File: src/verilog/adc_config_pkg.sv
// constants of the adc configuration and power control register bank
package adc_config_pkg;

  // ---------------------------------------------------------------
  // register offsets
  // ---------------------------------------------------------------
  localparam logic [7:0] ADDR_SOFTWARE_RESET = 8'h00;
  localparam logic [7:0] ADDR_POWER_DOWN_CONTROL = 8'h0F;
  localparam logic [7:0] ADDR_OUTPUT_DRIVE_STRENGTH = 8'h11;
  localparam logic [7:0] ADDR_OUTPUT_FORMAT_CONTROL = 8'h46;
  localparam logic [7:0] ADDR_CONVERTER_PERFORMANCE = 8'h50;
  localparam logic [7:0] ADDR_SERIAL_OUTPUT_CONFIG = 8'h52;
  localparam logic [7:0] ADDR_OUTPUT_TIMING_SHIFT = 8'h53;
  localparam logic [7:0] ADDR_FULL_SCALE_TRIM = 8'h55;
  localparam logic [7:0] ADDR_INPUT_CLOCK_RANGE = 8'h56;

  localparam int ADDR_W = 8;
  localparam int DATA_W = 16;
  localparam int NUM_CHANNELS = 8;

  // ---------------------------------------------------------------
  // field positions
  // ---------------------------------------------------------------
  localparam int POS_SOFT_RESET = 0;
  localparam int POS_LIGHT_SLEEP_LO = 0;
  localparam int POS_DEEP_SLEEP = 8;
  localparam int POS_FULL_POWER_DOWN = 9;
  localparam int POS_PIN_MAP_LO = 10;
  localparam int POS_DRIVE_BIT_CLOCK_LO = 0;
  localparam int POS_DRIVE_FRAME_CLOCK_LO = 4;
  localparam int POS_DRIVE_DATA_LO = 8;
  localparam int POS_TWOS_COMPLEMENT = 2;
  localparam int POS_MSB_FIRST = 3;
  localparam int POS_SDR_ENABLE = 4;
  localparam int POS_SDR_MID_EDGE = 13;
  localparam int POS_PERFORMANCE_LO = 0;
  localparam int POS_VCM_STRENGTH_LO = 4;
  localparam int POS_OUTPUT_SLEEP_BEHAVIOUR = 0;
  localparam int POS_WORD_LENGTH = 1;
  localparam int POS_ADVANCE = 4;
  localparam int POS_DELAY = 5;
  localparam int POS_FULL_SCALE_TRIM_LO = 0;
  localparam int POS_CLOCK_RANGE_LO = 0;

  // ---------------------------------------------------------------
  // reset values
  // ---------------------------------------------------------------
  localparam logic [7:0] RST_CHANNEL_LIGHT_SLEEP = 8'h00;
  localparam logic [1:0] RST_POWER_PIN_MAPPING = 2'h0;
  localparam logic [2:0] RST_DRIVE_STRENGTH = 3'h0;
  localparam logic [2:0] RST_PERFORMANCE = 3'h0;
  localparam logic [1:0] RST_VCM_STRENGTH = 2'h0;
  localparam logic [5:0] RST_FULL_SCALE_TRIM = 6'h00;
  localparam logic [1:0] RST_CLOCK_RANGE = 2'h0;
  localparam logic [15:0] READ_ZERO = 16'h0000;

  // ---------------------------------------------------------------
  // power pin mapping codes
  // ---------------------------------------------------------------
  localparam logic [1:0] PIN_MAP_FULL_POWER_DOWN = 2'h0;
  localparam logic [1:0] PIN_MAP_DEEP_SLEEP = 2'h2;

  // ---------------------------------------------------------------
  // power states
  // ---------------------------------------------------------------
  typedef enum logic [3:0] {
    PWR_ACTIVE = 4'h1,
    PWR_LIGHT_SLEEP = 4'h2,
    PWR_DEEP_SLEEP = 4'h4,
    PWR_FULL_DOWN = 4'h8
  } power_state_e;

endpackage

File: src/verilog/drive_strength_decode.sv
// decoder from a three-bit drive strength code to current in half milliamps
`timescale 1ns/1ps
module drive_strength_decode
(
  // clock and reset
  input wire logic i_ref_clk,
  input wire logic i_reset,
  // code in
  input wire logic [2:0] i_code,
  // current out, units of 0.5 mA
  output logic [3:0] o_half_ma
);

  // ---------------------------------------------------------------
  // decode
  // ---------------------------------------------------------------
  // 000..011 give 7,5,3,1 half-mA; 100..111 give 15,13,11,9
  always_ff @(posedge i_ref_clk)
  begin
    if (i_reset)
      o_half_ma <= 4'h7;
    else
      o_half_ma <= {i_code[2], ~i_code[1], ~i_code[0], 1'b1};
  end

endmodule

File: src/verilog/adc_config_power_control.sv
// register bank and power mode control of the octal adc
`timescale 1ns/1ps
module adc_config_power_control
#(
  parameter logic [5:0] FULL_SCALE_TRIM_DEFAULT = 6'h00,
  parameter logic [1:0] CLOCK_RANGE_DEFAULT = 2'h0
)
(
  // clock and reset
  input wire logic i_ref_clk,
  input wire logic i_reset,
  // register access port
  input wire logic i_reg_wr,
  input wire logic i_reg_rd,
  input wire logic [adc_config_pkg::ADDR_W-1:0] i_reg_addr,
  input wire logic [adc_config_pkg::DATA_W-1:0] i_reg_wdata,
  output logic [adc_config_pkg::DATA_W-1:0] o_reg_rdata,
  output logic o_reg_rd_valid,
  // power down pin
  input wire logic i_power_down_pin,
  // output format
  output logic o_twos_complement,
  output logic o_msb_first,
  output logic o_sdr_enable,
  output logic o_sdr_mid_edge,
  output logic o_word_length_sel,
  output logic o_advance,
  output logic o_delay,
  // analog trims
  output logic [5:0] o_full_scale_trim_field,
  output logic [2:0] o_performance_control,
  output logic [1:0] o_common_mode_buffer_strength,
  output logic [1:0] o_clock_range,
  // power control
  output adc_config_pkg::power_state_e o_power_state,
  output logic [adc_config_pkg::NUM_CHANNELS-1:0] o_channel_off,
  output logic o_bandgap_enable,
  output logic o_clock_drivers_enable,
  output logic [adc_config_pkg::NUM_CHANNELS-1:0] o_data_drivers_enable,
  output logic [adc_config_pkg::NUM_CHANNELS-1:0] o_data_force_zero,
  // drive strengths in half milliamps
  output logic [3:0] o_bit_clock_drive,
  output logic [3:0] o_frame_clock_drive,
  output logic [3:0] o_data_drive
);
  import adc_config_pkg::*;

  // ---------------------------------------------------------------
  // register storage
  // ---------------------------------------------------------------
  logic [NUM_CHANNELS-1:0] channel_light_sleep;
  logic deep_sleep;
  logic full_power_down;
  logic [1:0] power_pin_mapping;
  logic [2:0] drive_bit_clock;
  logic [2:0] drive_frame_clock;
  logic [2:0] drive_data;
  logic twos_complement;
  logic msb_first;
  logic sdr_enable;
  logic sdr_mid_edge;
  logic [2:0] performance_control;
  logic [1:0] common_mode_buffer_strength;
  logic output_sleep_behaviour;
  logic word_length_sel;
  logic advance;
  logic delay;
  logic [5:0] full_scale_trim_field;
  logic [1:0] clock_range;

  // ---------------------------------------------------------------
  // write decode
  // ---------------------------------------------------------------
  logic soft_reset;
  logic init;
  logic wr_power;
  logic wr_drive;
  logic wr_format;
  logic wr_perf;
  logic wr_serial;
  logic wr_shift;
  logic wr_trim;
  logic wr_clock;

  assign soft_reset = i_reg_wr && (i_reg_addr == ADDR_SOFTWARE_RESET)
                      && i_reg_wdata[POS_SOFT_RESET];
  assign init = i_reset || soft_reset;
  assign wr_power = i_reg_wr && (i_reg_addr == ADDR_POWER_DOWN_CONTROL);
  assign wr_drive = i_reg_wr && (i_reg_addr == ADDR_OUTPUT_DRIVE_STRENGTH);
  assign wr_format = i_reg_wr && (i_reg_addr == ADDR_OUTPUT_FORMAT_CONTROL);
  assign wr_perf = i_reg_wr && (i_reg_addr == ADDR_CONVERTER_PERFORMANCE);
  assign wr_serial = i_reg_wr && (i_reg_addr == ADDR_SERIAL_OUTPUT_CONFIG);
  assign wr_shift = i_reg_wr && (i_reg_addr == ADDR_OUTPUT_TIMING_SHIFT);
  assign wr_trim = i_reg_wr && (i_reg_addr == ADDR_FULL_SCALE_TRIM);
  assign wr_clock = i_reg_wr && (i_reg_addr == ADDR_INPUT_CLOCK_RANGE);

  // ---------------------------------------------------------------
  // power down control register
  // ---------------------------------------------------------------
  always_ff @(posedge i_ref_clk)
  begin
    if (init)
    begin
      channel_light_sleep <= RST_CHANNEL_LIGHT_SLEEP;
      deep_sleep <= 1'b0;
      full_power_down <= 1'b0;
      power_pin_mapping <= RST_POWER_PIN_MAPPING;
    end
    else if (wr_power)
    begin
      channel_light_sleep <= i_reg_wdata[POS_LIGHT_SLEEP_LO +: NUM_CHANNELS];
      deep_sleep <= i_reg_wdata[POS_DEEP_SLEEP];
      full_power_down <= i_reg_wdata[POS_FULL_POWER_DOWN];
      power_pin_mapping <= i_reg_wdata[POS_PIN_MAP_LO +: 2];
    end
  end

  // ---------------------------------------------------------------
  // drive strength register
  // ---------------------------------------------------------------
  always_ff @(posedge i_ref_clk)
  begin
    if (init)
    begin
      drive_bit_clock <= RST_DRIVE_STRENGTH;
      drive_frame_clock <= RST_DRIVE_STRENGTH;
      drive_data <= RST_DRIVE_STRENGTH;
    end
    else if (wr_drive)
    begin
      drive_bit_clock <= i_reg_wdata[POS_DRIVE_BIT_CLOCK_LO +: 3];
      drive_frame_clock <= i_reg_wdata[POS_DRIVE_FRAME_CLOCK_LO +: 3];
      drive_data <= i_reg_wdata[POS_DRIVE_DATA_LO +: 3];
    end
  end

  // ---------------------------------------------------------------
  // output format register
  // ---------------------------------------------------------------
  always_ff @(posedge i_ref_clk)
  begin
    if (init)
    begin
      twos_complement <= 1'b0;
      msb_first <= 1'b0;
      sdr_enable <= 1'b0;
      sdr_mid_edge <= 1'b0;
    end
    else if (wr_format)
    begin
      twos_complement <= i_reg_wdata[POS_TWOS_COMPLEMENT];
      msb_first <= i_reg_wdata[POS_MSB_FIRST];
      sdr_enable <= i_reg_wdata[POS_SDR_ENABLE];
      sdr_mid_edge <= i_reg_wdata[POS_SDR_MID_EDGE];
    end
  end

  // ---------------------------------------------------------------
  // converter performance register
  // ---------------------------------------------------------------
  always_ff @(posedge i_ref_clk)
  begin
    if (init)
    begin
      performance_control <= RST_PERFORMANCE;
      common_mode_buffer_strength <= RST_VCM_STRENGTH;
    end
    else if (wr_perf)
    begin
      performance_control <= i_reg_wdata[POS_PERFORMANCE_LO +: 3];
      common_mode_buffer_strength <= i_reg_wdata[POS_VCM_STRENGTH_LO +: 2];
    end
  end

  // ---------------------------------------------------------------
  // serial output configuration register
  // ---------------------------------------------------------------
  always_ff @(posedge i_ref_clk)
  begin
    if (init)
    begin
      output_sleep_behaviour <= 1'b0;
      word_length_sel <= 1'b0;
    end
    else if (wr_serial)
    begin
      output_sleep_behaviour <= i_reg_wdata[POS_OUTPUT_SLEEP_BEHAVIOUR];
      word_length_sel <= i_reg_wdata[POS_WORD_LENGTH];
    end
  end

  // ---------------------------------------------------------------
  // timing shift register
  // ---------------------------------------------------------------
  always_ff @(posedge i_ref_clk)
  begin
    if (init)
    begin
      advance <= 1'b0;
      delay <= 1'b0;
    end
    else if (wr_shift)
    begin
      advance <= i_reg_wdata[POS_ADVANCE];
      delay <= i_reg_wdata[POS_DELAY];
    end
  end

  // ---------------------------------------------------------------
  // full scale trim and clock range registers
  // ---------------------------------------------------------------
  always_ff @(posedge i_ref_clk)
  begin
    if (init)
      full_scale_trim_field <= FULL_SCALE_TRIM_DEFAULT;
    else if (wr_trim)
      full_scale_trim_field <= i_reg_wdata[POS_FULL_SCALE_TRIM_LO +: 6];
  end

  always_ff @(posedge i_ref_clk)
  begin
    if (init)
      clock_range <= CLOCK_RANGE_DEFAULT;
    else if (wr_clock)
      clock_range <= i_reg_wdata[POS_CLOCK_RANGE_LO +: 2];
  end

  // ---------------------------------------------------------------
  // read back
  // ---------------------------------------------------------------
  logic [DATA_W-1:0] read_word;

  always_comb
  begin
    read_word = READ_ZERO;
    if (i_reg_addr == ADDR_POWER_DOWN_CONTROL)
    begin
      read_word[POS_LIGHT_SLEEP_LO +: NUM_CHANNELS] = channel_light_sleep;
      read_word[POS_DEEP_SLEEP] = deep_sleep;
      read_word[POS_FULL_POWER_DOWN] = full_power_down;
      read_word[POS_PIN_MAP_LO +: 2] = power_pin_mapping;
    end
    else if (i_reg_addr == ADDR_OUTPUT_DRIVE_STRENGTH)
    begin
      read_word[POS_DRIVE_BIT_CLOCK_LO +: 3] = drive_bit_clock;
      read_word[POS_DRIVE_FRAME_CLOCK_LO +: 3] = drive_frame_clock;
      read_word[POS_DRIVE_DATA_LO +: 3] = drive_data;
    end
    else if (i_reg_addr == ADDR_OUTPUT_FORMAT_CONTROL)
    begin
      read_word[POS_TWOS_COMPLEMENT] = twos_complement;
      read_word[POS_MSB_FIRST] = msb_first;
      read_word[POS_SDR_ENABLE] = sdr_enable;
      read_word[POS_SDR_MID_EDGE] = sdr_mid_edge;
    end
    else if (i_reg_addr == ADDR_CONVERTER_PERFORMANCE)
    begin
      read_word[POS_PERFORMANCE_LO +: 3] = performance_control;
      read_word[POS_VCM_STRENGTH_LO +: 2] = common_mode_buffer_strength;
    end
    else if (i_reg_addr == ADDR_SERIAL_OUTPUT_CONFIG)
    begin
      read_word[POS_OUTPUT_SLEEP_BEHAVIOUR] = output_sleep_behaviour;
      read_word[POS_WORD_LENGTH] = word_length_sel;
    end
    else if (i_reg_addr == ADDR_OUTPUT_TIMING_SHIFT)
    begin
      read_word[POS_ADVANCE] = advance;
      read_word[POS_DELAY] = delay;
    end
    else if (i_reg_addr == ADDR_FULL_SCALE_TRIM)
      read_word[POS_FULL_SCALE_TRIM_LO +: 6] = full_scale_trim_field;
    else if (i_reg_addr == ADDR_INPUT_CLOCK_RANGE)
      read_word[POS_CLOCK_RANGE_LO +: 2] = clock_range;
  end

  // software reset bit and unmapped offsets read as zero
  always_ff @(posedge i_ref_clk)
  begin
    if (i_reset)
    begin
      o_reg_rdata <= READ_ZERO;
      o_reg_rd_valid <= 1'b0;
    end
    else
    begin
      o_reg_rd_valid <= i_reg_rd;
      if (i_reg_rd)
        o_reg_rdata <= read_word;
    end
  end

  // ---------------------------------------------------------------
  // power down pin synchroniser
  // ---------------------------------------------------------------
  logic pin_meta;
  logic pin_sync;

  always_ff @(posedge i_ref_clk)
  begin
    if (i_reset)
    begin
      pin_meta <= 1'b0;
      pin_sync <= 1'b0;
    end
    else
    begin
      pin_meta <= i_power_down_pin;
      pin_sync <= pin_meta;
    end
  end

  // ---------------------------------------------------------------
  // requested power state
  // ---------------------------------------------------------------
  logic req_full;
  logic req_deep;
  logic [NUM_CHANNELS-1:0] req_light;
  power_state_e next_power_state;
  logic [NUM_CHANNELS-1:0] next_channel_off;

  assign req_full = full_power_down
                    || (pin_sync && power_pin_mapping == PIN_MAP_FULL_POWER_DOWN);
  assign req_deep = deep_sleep
                    || (pin_sync && power_pin_mapping == PIN_MAP_DEEP_SLEEP);
  assign req_light = channel_light_sleep
                     | {NUM_CHANNELS{pin_sync && power_pin_mapping[0]}};

  always_comb
  begin
    next_power_state = PWR_ACTIVE;
    next_channel_off = '0;
    if (req_full)
    begin
      next_power_state = PWR_FULL_DOWN;
      next_channel_off = '1;
    end
    else if (req_deep)
    begin
      next_power_state = PWR_DEEP_SLEEP;
      next_channel_off = '1;
    end
    else if (req_light != '0)
    begin
      next_power_state = PWR_LIGHT_SLEEP;
      next_channel_off = req_light;
    end
  end

  always_ff @(posedge i_ref_clk)
  begin
    if (i_reset)
    begin
      o_power_state <= PWR_ACTIVE;
      o_channel_off <= '0;
      o_bandgap_enable <= 1'b1;
      o_clock_drivers_enable <= 1'b1;
    end
    else
    begin
      o_power_state <= next_power_state;
      o_channel_off <= next_channel_off;
      o_bandgap_enable <= !req_full;
      o_clock_drivers_enable <= !req_full;
    end
  end

  // ---------------------------------------------------------------
  // data output drivers
  // ---------------------------------------------------------------
  always_ff @(posedge i_ref_clk)
  begin
    if (i_reset)
    begin
      o_data_drivers_enable <= '1;
      o_data_force_zero <= '0;
    end
    else if (req_full)
    begin
      o_data_drivers_enable <= '0;
      o_data_force_zero <= '0;
    end
    else if (output_sleep_behaviour)
    begin
      o_data_drivers_enable <= '1;
      o_data_force_zero <= next_channel_off;
    end
    else
    begin
      o_data_drivers_enable <= ~next_channel_off;
      o_data_force_zero <= '0;
    end
  end

  // ---------------------------------------------------------------
  // format and trim outputs
  // ---------------------------------------------------------------
  always_ff @(posedge i_ref_clk)
  begin
    if (i_reset)
    begin
      o_twos_complement <= 1'b0;
      o_msb_first <= 1'b0;
      o_sdr_enable <= 1'b0;
      o_sdr_mid_edge <= 1'b0;
      o_word_length_sel <= 1'b0;
      o_advance <= 1'b0;
      o_delay <= 1'b0;
    end
    else
    begin
      o_twos_complement <= twos_complement;
      o_msb_first <= msb_first;
      o_sdr_enable <= sdr_enable;
      o_sdr_mid_edge <= sdr_enable && sdr_mid_edge;
      o_word_length_sel <= word_length_sel;
      o_advance <= advance && !delay;
      o_delay <= delay && !advance;
    end
  end

  always_ff @(posedge i_ref_clk)
  begin
    if (i_reset)
    begin
      o_full_scale_trim_field <= FULL_SCALE_TRIM_DEFAULT;
      o_performance_control <= RST_PERFORMANCE;
      o_common_mode_buffer_strength <= RST_VCM_STRENGTH;
      o_clock_range <= CLOCK_RANGE_DEFAULT;
    end
    else
    begin
      o_full_scale_trim_field <= full_scale_trim_field;
      o_performance_control <= performance_control;
      o_common_mode_buffer_strength <= common_mode_buffer_strength;
      o_clock_range <= clock_range;
    end
  end

  // ---------------------------------------------------------------
  // drive strength decoders
  // ---------------------------------------------------------------
  drive_strength_decode u_bit_clock_drive
  (
    .i_ref_clk(i_ref_clk),
    .i_reset(i_reset),
    .i_code(drive_bit_clock),
    .o_half_ma(o_bit_clock_drive)
  );

  drive_strength_decode u_frame_clock_drive
  (
    .i_ref_clk(i_ref_clk),
    .i_reset(i_reset),
    .i_code(drive_frame_clock),
    .o_half_ma(o_frame_clock_drive)
  );

  drive_strength_decode u_data_drive
  (
    .i_ref_clk(i_ref_clk),
    .i_reset(i_reset),
    .i_code(drive_data),
    .o_half_ma(o_data_drive)
  );

endmodule

File: config.mk
export PLATFORM = sky130hd
export DESIGN_NAME = adc_config_power_control
export DESIGN_NICKNAME = d
export VERILOG_FILES = /design/src/verilog/adc_config_pkg.sv /design/src/verilog/drive_strength_decode.sv /design/src/verilog/adc_config_power_control.sv
export SDC_FILE = /design/constraint.sdc
export NUM_CORES = 1
export LEC_CHECK = 0
export ABC_AREA = 1
export BUFFER_PORTS_ARGS = -buffer_cell sky130_fd_sc_hd__buf_2
export CORE_ASPECT_RATIO = 0.5
export CORE_MARGIN = 3
export CORE_UTILIZATION = 24
export CTS_BUF_LIST = sky130_fd_sc_hd__clkbuf_8
export DETAILED_ROUTE_END_ITERATION = 8
export PLACE_DENSITY = 0.39
export SYNTH_ARGS = -nofsm -noshare
export SYNTH_HDL_FRONTEND = slang
export SYNTH_HIERARCHICAL = 1
export SYNTH_SLANG_ARGS = --single-unit
File: constraint.sdc
create_clock -name i_ref_clk -period 1.6 [get_ports i_ref_clk]
set_clock_uncertainty 0.05 [all_clocks]
set_input_delay 0.16 -clock i_ref_clk [delete_from_list [all_inputs] [get_ports i_ref_clk]]
set_output_delay 0.16 -clock i_ref_clk [all_outputs]
set_load 0.02 [all_outputs]
==> results.md, run 1 <==
- Outcome: finished, final reports clean
- CP Class: reg -> reg
- Clk_lat worst skew: 0.43 ns
- GPL Wtd Cong: ~0.84
- Fraction of layout cells with a size suffix above 1: about 25%
- Overflow after GRT: 0
- Vias in the first global route: 3726
- Hpwl dp: approximately 9.4 mm
- Simple-gate portion of the synthesized area: 24.5%
- DR vias/cell: between 4 and 5
- Mux share of post-synthesis cell area: 0%
- Library cells used by synthesis: 31
- Synth Area in Compound Gates: between 10% and 20%
- Top Family by Delay on Critical Path: flip-flops
- Clock buffer depth: 2
- Critical Path Sink Type: flip-flop
- Die ar.: 19300 µm²
- Fin. Hold Viols: 0
- P_leak: roughly 0.0024 µW
- Area of the mapped netlist: approximately 4200 µm²
- Number of flops mapped to enable cells by yosys: 0
- Clock root buffer master: clkbuf_8
- Clock Sinks: 116
- Yosys warns: 6
- Worst hold path class: in -> reg
- Post-synth top flop: dfxtp_1
- Crit path max fanout: 8
- Unrepaired setup endpoints after global routing: false
- Commonest cells post-synth: 132 x nand2_1, 116 x dfxtp_1, 64 x nor2_1
- Maximum vdd drop: between 400 and 500 µV
- Mean Syn Cell Area: roughly 8 µm²
- Pin count of the biggest net entering global routing: 27
- Die height: approximately 100 µm
- Yosys reg bits: around 120
- CTS tree: built
- H-tree levels: 4
- PnR worst setup slack: approximately 0.21 ns
- Ant diodes: 0
- Number of remaining DRC errors: 0
- FMAX: a little over 700 MHz
- Synth Area in Adders: 0%
- Initial DRC Count: 164
- Num rows: 33
- Core area: between 15000 and 20000 µm²
- Slowest CP cell: dfxtp_1
- Mean routed wirelength per cell: between 10 and 15 µm
- Via Count: 3712
- Io pins: 108
- Inserted Clock Buffers: 17
- CP Data Required Time: between 1.5 and 2 ns
- DRT antenna net count: 0
- Die W: 193 µm
- CP bufs+invs: 1
- Critical Path Most Common Cell: nand2_1
- Dpl ws: about 0.017 ns
- CP max stage delay: roughly 0.40 ns
- IO buf count: 98
- CP Cell Sequence: nand3_1 > nand2_1 > a21oi_1 > inv_1 > nor2_1 > o21ai_0 > nand2_1
- Slew Limit Fails: 0
- # setup viols final: 0
- Detailed Route WL: around 13 mm
- Top post-synthesis cells by area: dfxtp_1 55%, nand2_1 12%, a21oi_1 6.1%
- Leading area contributor after synthesis: dfxtp_1
- Setup TNS: 0 ns
- Largest family of logic cells by synthesized area: simple AND/OR/NAND/NOR gates
- Async set-or-reset flop fraction in the synthesized netlist: 0%
- Post-synthesis sequential area ratio: a little under three fifths
- PwrDens: between 1000 and 1500 nW/µm²
- Starting Density: roughly a quarter
- Post-Syn Instances: 537
- Clock transition at path regs: approximately 0.080 ns
- Worst setup SP type: flip-flop
- Top cell type's share of synthesized area: 55.1%
- Global Route Usage Sum: a little over an eighth
- Maxcap violations: 0
- Fraction of synthesized cell area in xor and xnor cells: 0%
- Iteration count of the initial detailed-routing pass: 5
- First-pass GRT wire length: 20.4 mm
- Most frequent cell after synthesis: nand2_1
- NumNets Final: around 690
- Tcrit/Tclk final: 86.7%
- Crit path DAT: between 1.5 and 2 ns
- Min Tclk post-route: around 1.4 ns
- Initial antenna violation count: 0
- P&R area growth vs syn: 31.1%
==> worst paths after layout <==
kind	start	end	slack (ns)	depth (start not counted)
max	power_pin_mapping[1]$_SDFFE_PP0P_	o_data_drivers_enable[0]$_SDFF_PP1_	0.21	7
min	i_reset	o_full_scale_trim_field[2]$_SDFF_PP0_	0.01	2
max reg2reg	power_pin_mapping[1]$_SDFFE_PP0P_	o_data_drivers_enable[0]$_SDFF_PP1_	0.21	7
min reg2reg	drive_bit_clock[0]$_SDFFE_PP0P_	u_bit_clock_drive/o_half_ma[1]$_SDFF_PP1_	0.36	1
==> through the flow <==
step                      std cells  instance area, µm²  hold WS (ns)  power [µW]  utilization (%)
after floorplan                 539                4230         0.181        3150                -
after global placement          863                5040         0.329        3270             30.0
after detailed placement        863                5040         0.330        3270             30.0
after CTS                       903                5530       0.00151        6040             32.9
after global routing            903                5530       0.00890        6200             32.9
final                           903                5530        0.0144        5940             32.9
==> registers in the layout, summed over array words and instances, names as in the netlist, 4 cells and up <==
signal	count
o_full_scale_trim_field	6
channel_light_sleep	8
o_data_force_zero	8
o_data_drivers_enable	8
full_scale_trim_field	6
o_reg_rdata	13
o_channel_off	8
o_power_state	4
==> layout make-up <==
type,instances,area (µm²)
fill,1887,11300
sequential,116,2320
multi-input combinational,335,1520
timing repair buffer,129,758
tap,227,284
clock buffer,19,262
inverter,65,248
clock inverter,12,131
==> kinds of logic after synthesis <==
| logic type | count (synthesis) |
|---|---|
| other | 4 |
| AND/OR/NAND/NOR | 240 |
| AO/OA/AOI/OAI | 89 |
| flip-flops | 116 |
| buffers and inverters | 88 |
==> routing by layer <==
metal	wire length, µm	global-route usage (%)
met3	584	3.21
met1	6440	18.3
met2	5590	21.4
met5	0	0
met4	137	4.50
==> layout by cell type, fill, tap and decap left out, drive strengths merged <==
| cell | n |
|---|---|
| a211oi | 6 |
| a21oi | 51 |
| a31oi | 2 |
| and3 | 2 |
| buf | 120 |
| bufinv | 2 |
| clkbuf | 19 |
| clkinv | 8 |
| clkinvlp | 4 |
| conb | 6 |
| dfxtp | 116 |
| dlygate4sd3 | 9 |
| inv | 63 |
| nand2 | 138 |
| nand3 | 16 |
| nand3b | 2 |
| nand4 | 1 |
| nor2 | 70 |
| nor3 | 8 |
| nor4 | 3 |
| o211ai | 1 |
| o21ai | 27 |
| o22ai | 2 |
==> where the power goes <==
group | total [µW] | leakage [µW] | internal (µW) | switching [µW]
sequential | 2920 | 0.000938 | 2910 | 8.87
clock | 2720 | 0.000190 | 1460 | 1260
combinational | 302 | 0.00123 | 96.8 | 205
total | 5940 | 0.00236 | 4460 | 1470
==> repair_timing <==
action,CTS,global route
gates resized for setup,0,1
endpoints found under the setup margin,0,1
endpoints found under the hold margin,15,0
setup buffers,0,0
hold buffers,9,0
Power figures use the tool's default switching activity.
==> run 2, diff against run 1 <==
--- a/config.mk
+++ b/config.mk
@@ -12,7 +12,6 @@
 export CORE_UTILIZATION = 24
 export CTS_BUF_LIST = sky130_fd_sc_hd__clkbuf_8
 export DETAILED_ROUTE_END_ITERATION = 8
-export PLACE_DENSITY = 0.39
 export SYNTH_ARGS = -nofsm -noshare
 export SYNTH_HDL_FRONTEND = slang
 export SYNTH_HIERARCHICAL = 1
==> run 2 against run 1 <==
Cell area up 0.68%. Final cell count down 0.22%. Count of clock-buffer cells in the layout down 2. Sequential power about the same. Via count up 0.32%. First-iteration DRC count up 59%. Wire length down 8.0%. Register-to-register slack worse by 0.07 ns. Largest power group is now the clock network. Highest routed layer is now met5.
==> results.md, run 2 (synthesis results as in run 1) <==
- Pin count of the biggest net entering global routing: 18
- Core area: 16800 µm²
- Hpwl dp: roughly 9 mm
- Clock root buffer master: clkbuf_8
- Outcome: finished, final reports clean
- Crit path DAT: 1.69 ns
- DR vias/cell: around 4.1
- Largest register by flop count: o_reg_rdata
- Postcts setup bufs: 0
- Clock buffer depth: 2
- PnR worst setup slack: around 0.14 ns
- Unrepaired setup endpoints after global routing: true
- Worst hold path class: in -> reg
- Placed Instance Area: approximately 5000 µm²
- Crit path max fanout: 8
- GPL Wtd Cong: approximately 0.89
- Clk_lat worst skew: 0.44 ns
- Num rows: 33
- Initial DRC Count: 260
- Worst setup SP type: flip-flop
- Die W: around 190 µm
- Max reg flops: 13
- Fin. Hold Viols: 0
- Starting Density: 25.1%
- Finished Core Util: between 30% and 40%
- H-tree levels: 4
- CP Data Required Time: approximately 1.8 ns
- NumNets Final: a little under 700
- Initial antenna violation count: 1
- Final Instance Count excl. Fillers: around 900
- Ant diodes: 0
- Tcrit/Tclk final: between 90% and 100%
- Clock Sinks: around 120
- DRT antenna net count: 0
- Mean routed wirelength per cell: approximately 13 µm
- IO buf count: 98
- Final instance area: around 5600 µm²
- Io pins: approximately 110
- Dpl ws: 0.0651 ns
- CP Class: reg -> reg
- Number of remaining DRC errors: 0
- Via Count: 3724
- Slew Limit Fails: 0
- Maximum vdd drop: about 420 µV
- First-pass GRT wire length: around 19 mm
- # setup viols final: 0
- Overflow after GRT: 0
- Maxcap violations: 0
- Die height: between 90 and 100 µm
- Cell count after placement: between 800 and 900
- Vias in the first global route: around 3700
- Fill cells: between 1500 and 2000
- Critical Path Sink Type: flip-flop
- Commonest non-fill, non-tap cell in the layout: nand2_1
- Global Route Usage Sum: 12.3%
- Fraction of layout cells with a size suffix above 1: between 20 and 30%
- CTS tree: built
- P_leak: between 0.002 and 0.0025 µW
- R2r setup slk: 0.14 ns
- Clock transition at path regs: 0.07 ns
- Most frequent cells in the layout: 132 x nand2_1, 116 x dfxtp_1, 98 x buf_2, 62 x nor2_1, 58 x inv_1
- PwrDens: around 1100 nW/µm²
- FMAX: slightly below 700 MHz
- Min Tclk post-route: around 1.5 ns
- Iteration count of the initial detailed-routing pass: 5
- P&R area growth vs syn: 31.9%
- Die ar.: around 19000 µm²
- Detailed Route WL: 11.7 mm
- Inserted Clock Buffers: 17
## run 2: final cells by class
class                      instances  area [µm²]  area share (%)
clock buffer                      17         234            4.20
clock inverter                    15         206            3.71
timing repair buffer             126         728            13.1
inverter                          65         248            4.45
multi-input combinational        335        1540            27.7
sequential                       116        2320            41.7
tap                              227         284            5.10
## run 2: critical path: stages (launching register included)
cell     delay, ns
dfxtp_1       0.41
inv_1         0.09
nand3_1       0.07
nand2_1       0.09
a21oi_1       0.16
inv_2         0.12
nor2_1        0.19
o21ai_0       0.14
## run 2: report_power, final
part / internal (µW) / switching, µW
Sequential: 2910 / 8.46
Clock: 1710 / 1300
Combinational: 96.3 / 201
## run 2: worst paths after layout
kind                            cells past startpoint                              start                                         to
worst max register to register                      7  power_pin_mapping[0]$_SDFFE_PP0P_                o_channel_off[0]$_SDFF_PP0_
worst max-delay path                                7  power_pin_mapping[0]$_SDFFE_PP0P_                o_channel_off[0]$_SDFF_PP0_
worst min-delay path                                3                     i_reg_wdata[4]      full_scale_trim_field[4]$_SDFFE_PP0P_
worst min register to register                      1    drive_bit_clock[0]$_SDFFE_PP0P_  u_bit_clock_drive/o_half_ma[1]$_SDFF_PP1_
## run 2: timing repair
item	CTS	global route
gates resized for setup	0	7
endpoints found under the setup margin	0	19
hold buffers	11	0
endpoints found under the hold margin	17	0
## run 2: stage by stage
step	hold slack (ns)	setup TNS, ns	total power, µW
floorplan	0.181	0	3150
global placement	0.325	0	3260
detailed placement	0.329	0	3260
CTS	0.00403	0	6280
global route	0.00554	-0.0198	6440
finish	0.0189	0	6230
## run 2: routing by layer
layer  wire length [µm]  part of all wire [%]  vias up  GRT usage [%]
li1                   -                     -     1922              -
met1               5530                    47     1680           15.4
met2               5310                    45       99           20.2
met3                711                   6.1       21           4.06
met4                166                   1.4        2           4.05
met5                  7                 0.060        -              0
==> run 3, diff against run 2 <==
--- a/config.mk
+++ b/config.mk
@@ -12,6 +12,7 @@
 export CORE_UTILIZATION = 24
 export CTS_BUF_LIST = sky130_fd_sc_hd__clkbuf_8
 export DETAILED_ROUTE_END_ITERATION = 8
+export SLEW_MARGIN = 20
 export SYNTH_ARGS = -nofsm -noshare
 export SYNTH_HDL_FRONTEND = slang
 export SYNTH_HIERARCHICAL = 1
==> constraint.sdc (replaced) <==
create_clock -name i_ref_clk -period 1.35 [get_ports i_ref_clk]
set_clock_uncertainty 0.05 [all_clocks]
set_input_delay 0.135 -clock i_ref_clk [delete_from_list [all_inputs] [get_ports i_ref_clk]]
set_output_delay 0.135 -clock i_ref_clk [all_outputs]
set_load 0.02 [all_outputs]
==> run 3 against run 2 <==
Global-route usage rose by 0.24 points. Cell area grew 4.3%. Final cell count rose by 2.4%. Via count increased by 2.9%. Maximum frequency grew 16%. Worst hold slack gained 0.019 ns. Clock power up 18%. Sequential power up 18%. Count of clock-buffer cells in the layout is 1 higher. Largest cell class unchanged. Highest routed layer is now met4.
==> results.md, run 3 (synthesis results as in run 1) <==
- FF-to-FF End: o_data_drivers_enable[7]$_SDFF_PP1_
- Tcrit/Tclk final: between 90 and 100%
- Switching part of the total power: 23.5%
- CP max stage delay: between 0.3 and 0.4 ns
- Top Family by Delay on Critical Path: simple AND/OR/NAND/NOR gates
- IO buf count: 98
- Mean routed wirelength per cell: between 10 and 15 µm
- Pin count of the biggest net entering global routing: 24
- Hpwl dp: between 8 and 9 mm
- Global Route Usage Sum: ~13%
- Clock Sinks: between 100 and 150
- Core area: 16800 µm²
- CTS tree: built
- Worst hold path class: in -> reg
- Min Tclk post-route: approximately 1.3 ns
- Cell count along the critical path: 8
- Ant diodes: 0
- Max reg flops: 13
- Setup TNS: 0 ns
- First-pass GRT wire length: approximately 19 mm
- PwrDens: between 1000 and 1500 nW/µm²
- Maximum vdd drop: 506 µV
- Clk network pwr share: approximately 48%
- Worst setup path endpoint: o_data_drivers_enable[7]$_SDFF_PP1_
- Clock root buffer master: clkbuf_8
- FMAX: ~800 MHz
- P_leak: 0.00249 µW
- Detailed Route WL: 11.7 mm
- Maxcap violations: 0
- Inserted Clock Buffers: 17
- Worst setup SP type: flip-flop
- H-tree levels: 4
- Critical Path Sink Type: flip-flop
- Die W: 193 µm
- Commonest non-fill, non-tap cell in the layout: nand2_1
- Cell count after placement: around 880
- CP Cell Sequence: nand3_1 > nand2_2 > a21oi_2 > inv_4 > nor3_2 > buf_4 > nor2_1 > nand2_1
- RR Startpoint: pin_sync$_SDFF_PP0_
- Overflow after GRT: 0
- Fraction of layout cells with a size suffix above 1: between 20% and 30%
- Worst setup startpoint: pin_sync$_SDFF_PP0_
- Via Count: between 3000 and 4000
- Switch Pwr: between 1500 and 2000 µW
- CP Data Required Time: 1.61 ns
- Die ar.: 19300 µm²
- Slowest CP cell: dfxtp_2
- Placed Instance Area: just over 5000 µm²
- Initial DRC Count: 169
- Starting Density: 25.1%
- Int Pwr: 5670 µW
- Finished Core Util: 34.5%
- Combinational share of power: 5.3%
- Num rows: 33
- CP Class: reg -> reg
- GPL Wtd Cong: about 0.87
- Clock buffer depth: 2
- Final Instance Count excl. Fillers: 923
- Seq pwr share: around 47%
- # setup viols final: 0
- Postcts setup bufs: 0
- Most frequent cells in the layout: 131 x nand2_1, 114 x dfxtp_1, 99 x buf_2, 58 x nor2_1, 55 x inv_1
- Crit path max fanout: 8
- Outcome: finished, final reports clean
- CP bufs+invs: 2
- R2r setup slk: between 0.08 and 0.09 ns
- DR vias/cell: approximately 4.2
- R2R cell count: 8
- Initial antenna violation count: 0
- Io pins: roughly 110
- Largest register by flop count: o_reg_rdata
- Vias in the first global route: 3802
- Clk_lat worst skew: roughly 0.42 ns
- Clock transition at path regs: 0.07 ns
- Number of remaining DRC errors: 0
- Final instance area: 5800 µm²
- Crit path DAT: between 1.5 and 2 ns
- Fin. Hold Viols: 0
- Unrepaired setup endpoints after global routing: false
- DRT antenna net count: 0
- P&R area growth vs syn: 37.6%
- Iteration count of the initial detailed-routing pass: 5
- NumNets Final: ~700
- Die height: about 100 µm
- Slew Limit Fails: 0
==> run 3: cell count changes in the layout (fill, tap and decap cells not counted), sizes merged <==
cell and delta:
dlygate4sd3 +2, clkbuf +1, buf +20, clkinv -1
==> run 3: repair_timing <==
action	in CTS	in global routing
hold buffers	13	0
cloned	0	1
endpoints found under the hold margin	31	0
pin swaps	0	0
endpoints found under the setup margin	7	26
resized for setup	4	21
==> run 3: how the worst min path moves through the flow <==
stage	startpoint	to	cells after the start	slack, ns
detailed placement	i_power_down_pin	pin_meta$_SDFF_PP0_	3	0.31
global placement	i_power_down_pin	pin_meta$_SDFF_PP0_	3	0.30
floorplan	i_reset	u_bit_clock_drive/o_half_ma[3]$_SDFF_PP0_	1	0.16
global route	i_reg_rd	o_reg_rdata[8]$_SDFFE_PP0P_	3	0.04
CTS	i_reg_rd	o_reg_rdata[7]$_SDFFE_PP0P_	2	0.007
finish	i_reg_rd	o_reg_rdata[7]$_SDFFE_PP0P_	2	0.04
==> run 3: layout make-up <==
class	count	area (µm²)
clock buffer	18	248
inverter	65	250
fill	1788	11000
multi-input combinational	335	1570
tap	227	284
timing repair buffer	148	925
sequential	116	2320
clock inverter	14	201
==> run 3: per-layer routing <==
metal	up-vias	track usage, %	share of wire, %
met5	-	0	0
met3	16	3.79	7.0
met2	123	20.8	46
met1	1718	15.6	45
met4	0	4.33	1.3
li1	1975	-	-
==> run 3: metrics by stage <==
step | hold slack, ns | total power, µW | setup WS [ns]
after floorplan | 0.156 | 3730 | 0.0732
after global placement | 0.304 | 3890 | -0.117
after detailed placement | 0.311 | 3900 | -0.162
after CTS | 0.00746 | 7480 | 0.0163
after global routing | 0.0350 | 7710 | 0.00359
final | 0.0380 | 7420 | 0.0860
==> run 3: power groups by stage <==
stage / sequential (µW) / clock (µW) / combinational (µW)
2_1_floorplan: 3570 / 0 / 162
3_3_place_gp: 3540 / 0 / 353
3_5_place_dp: 3540 / 0 / 358
4_1_cts: 3460 / 3630 / 389
5_1_grt: 3460 / 3820 / 432
6_report: 3460 / 3560 / 393
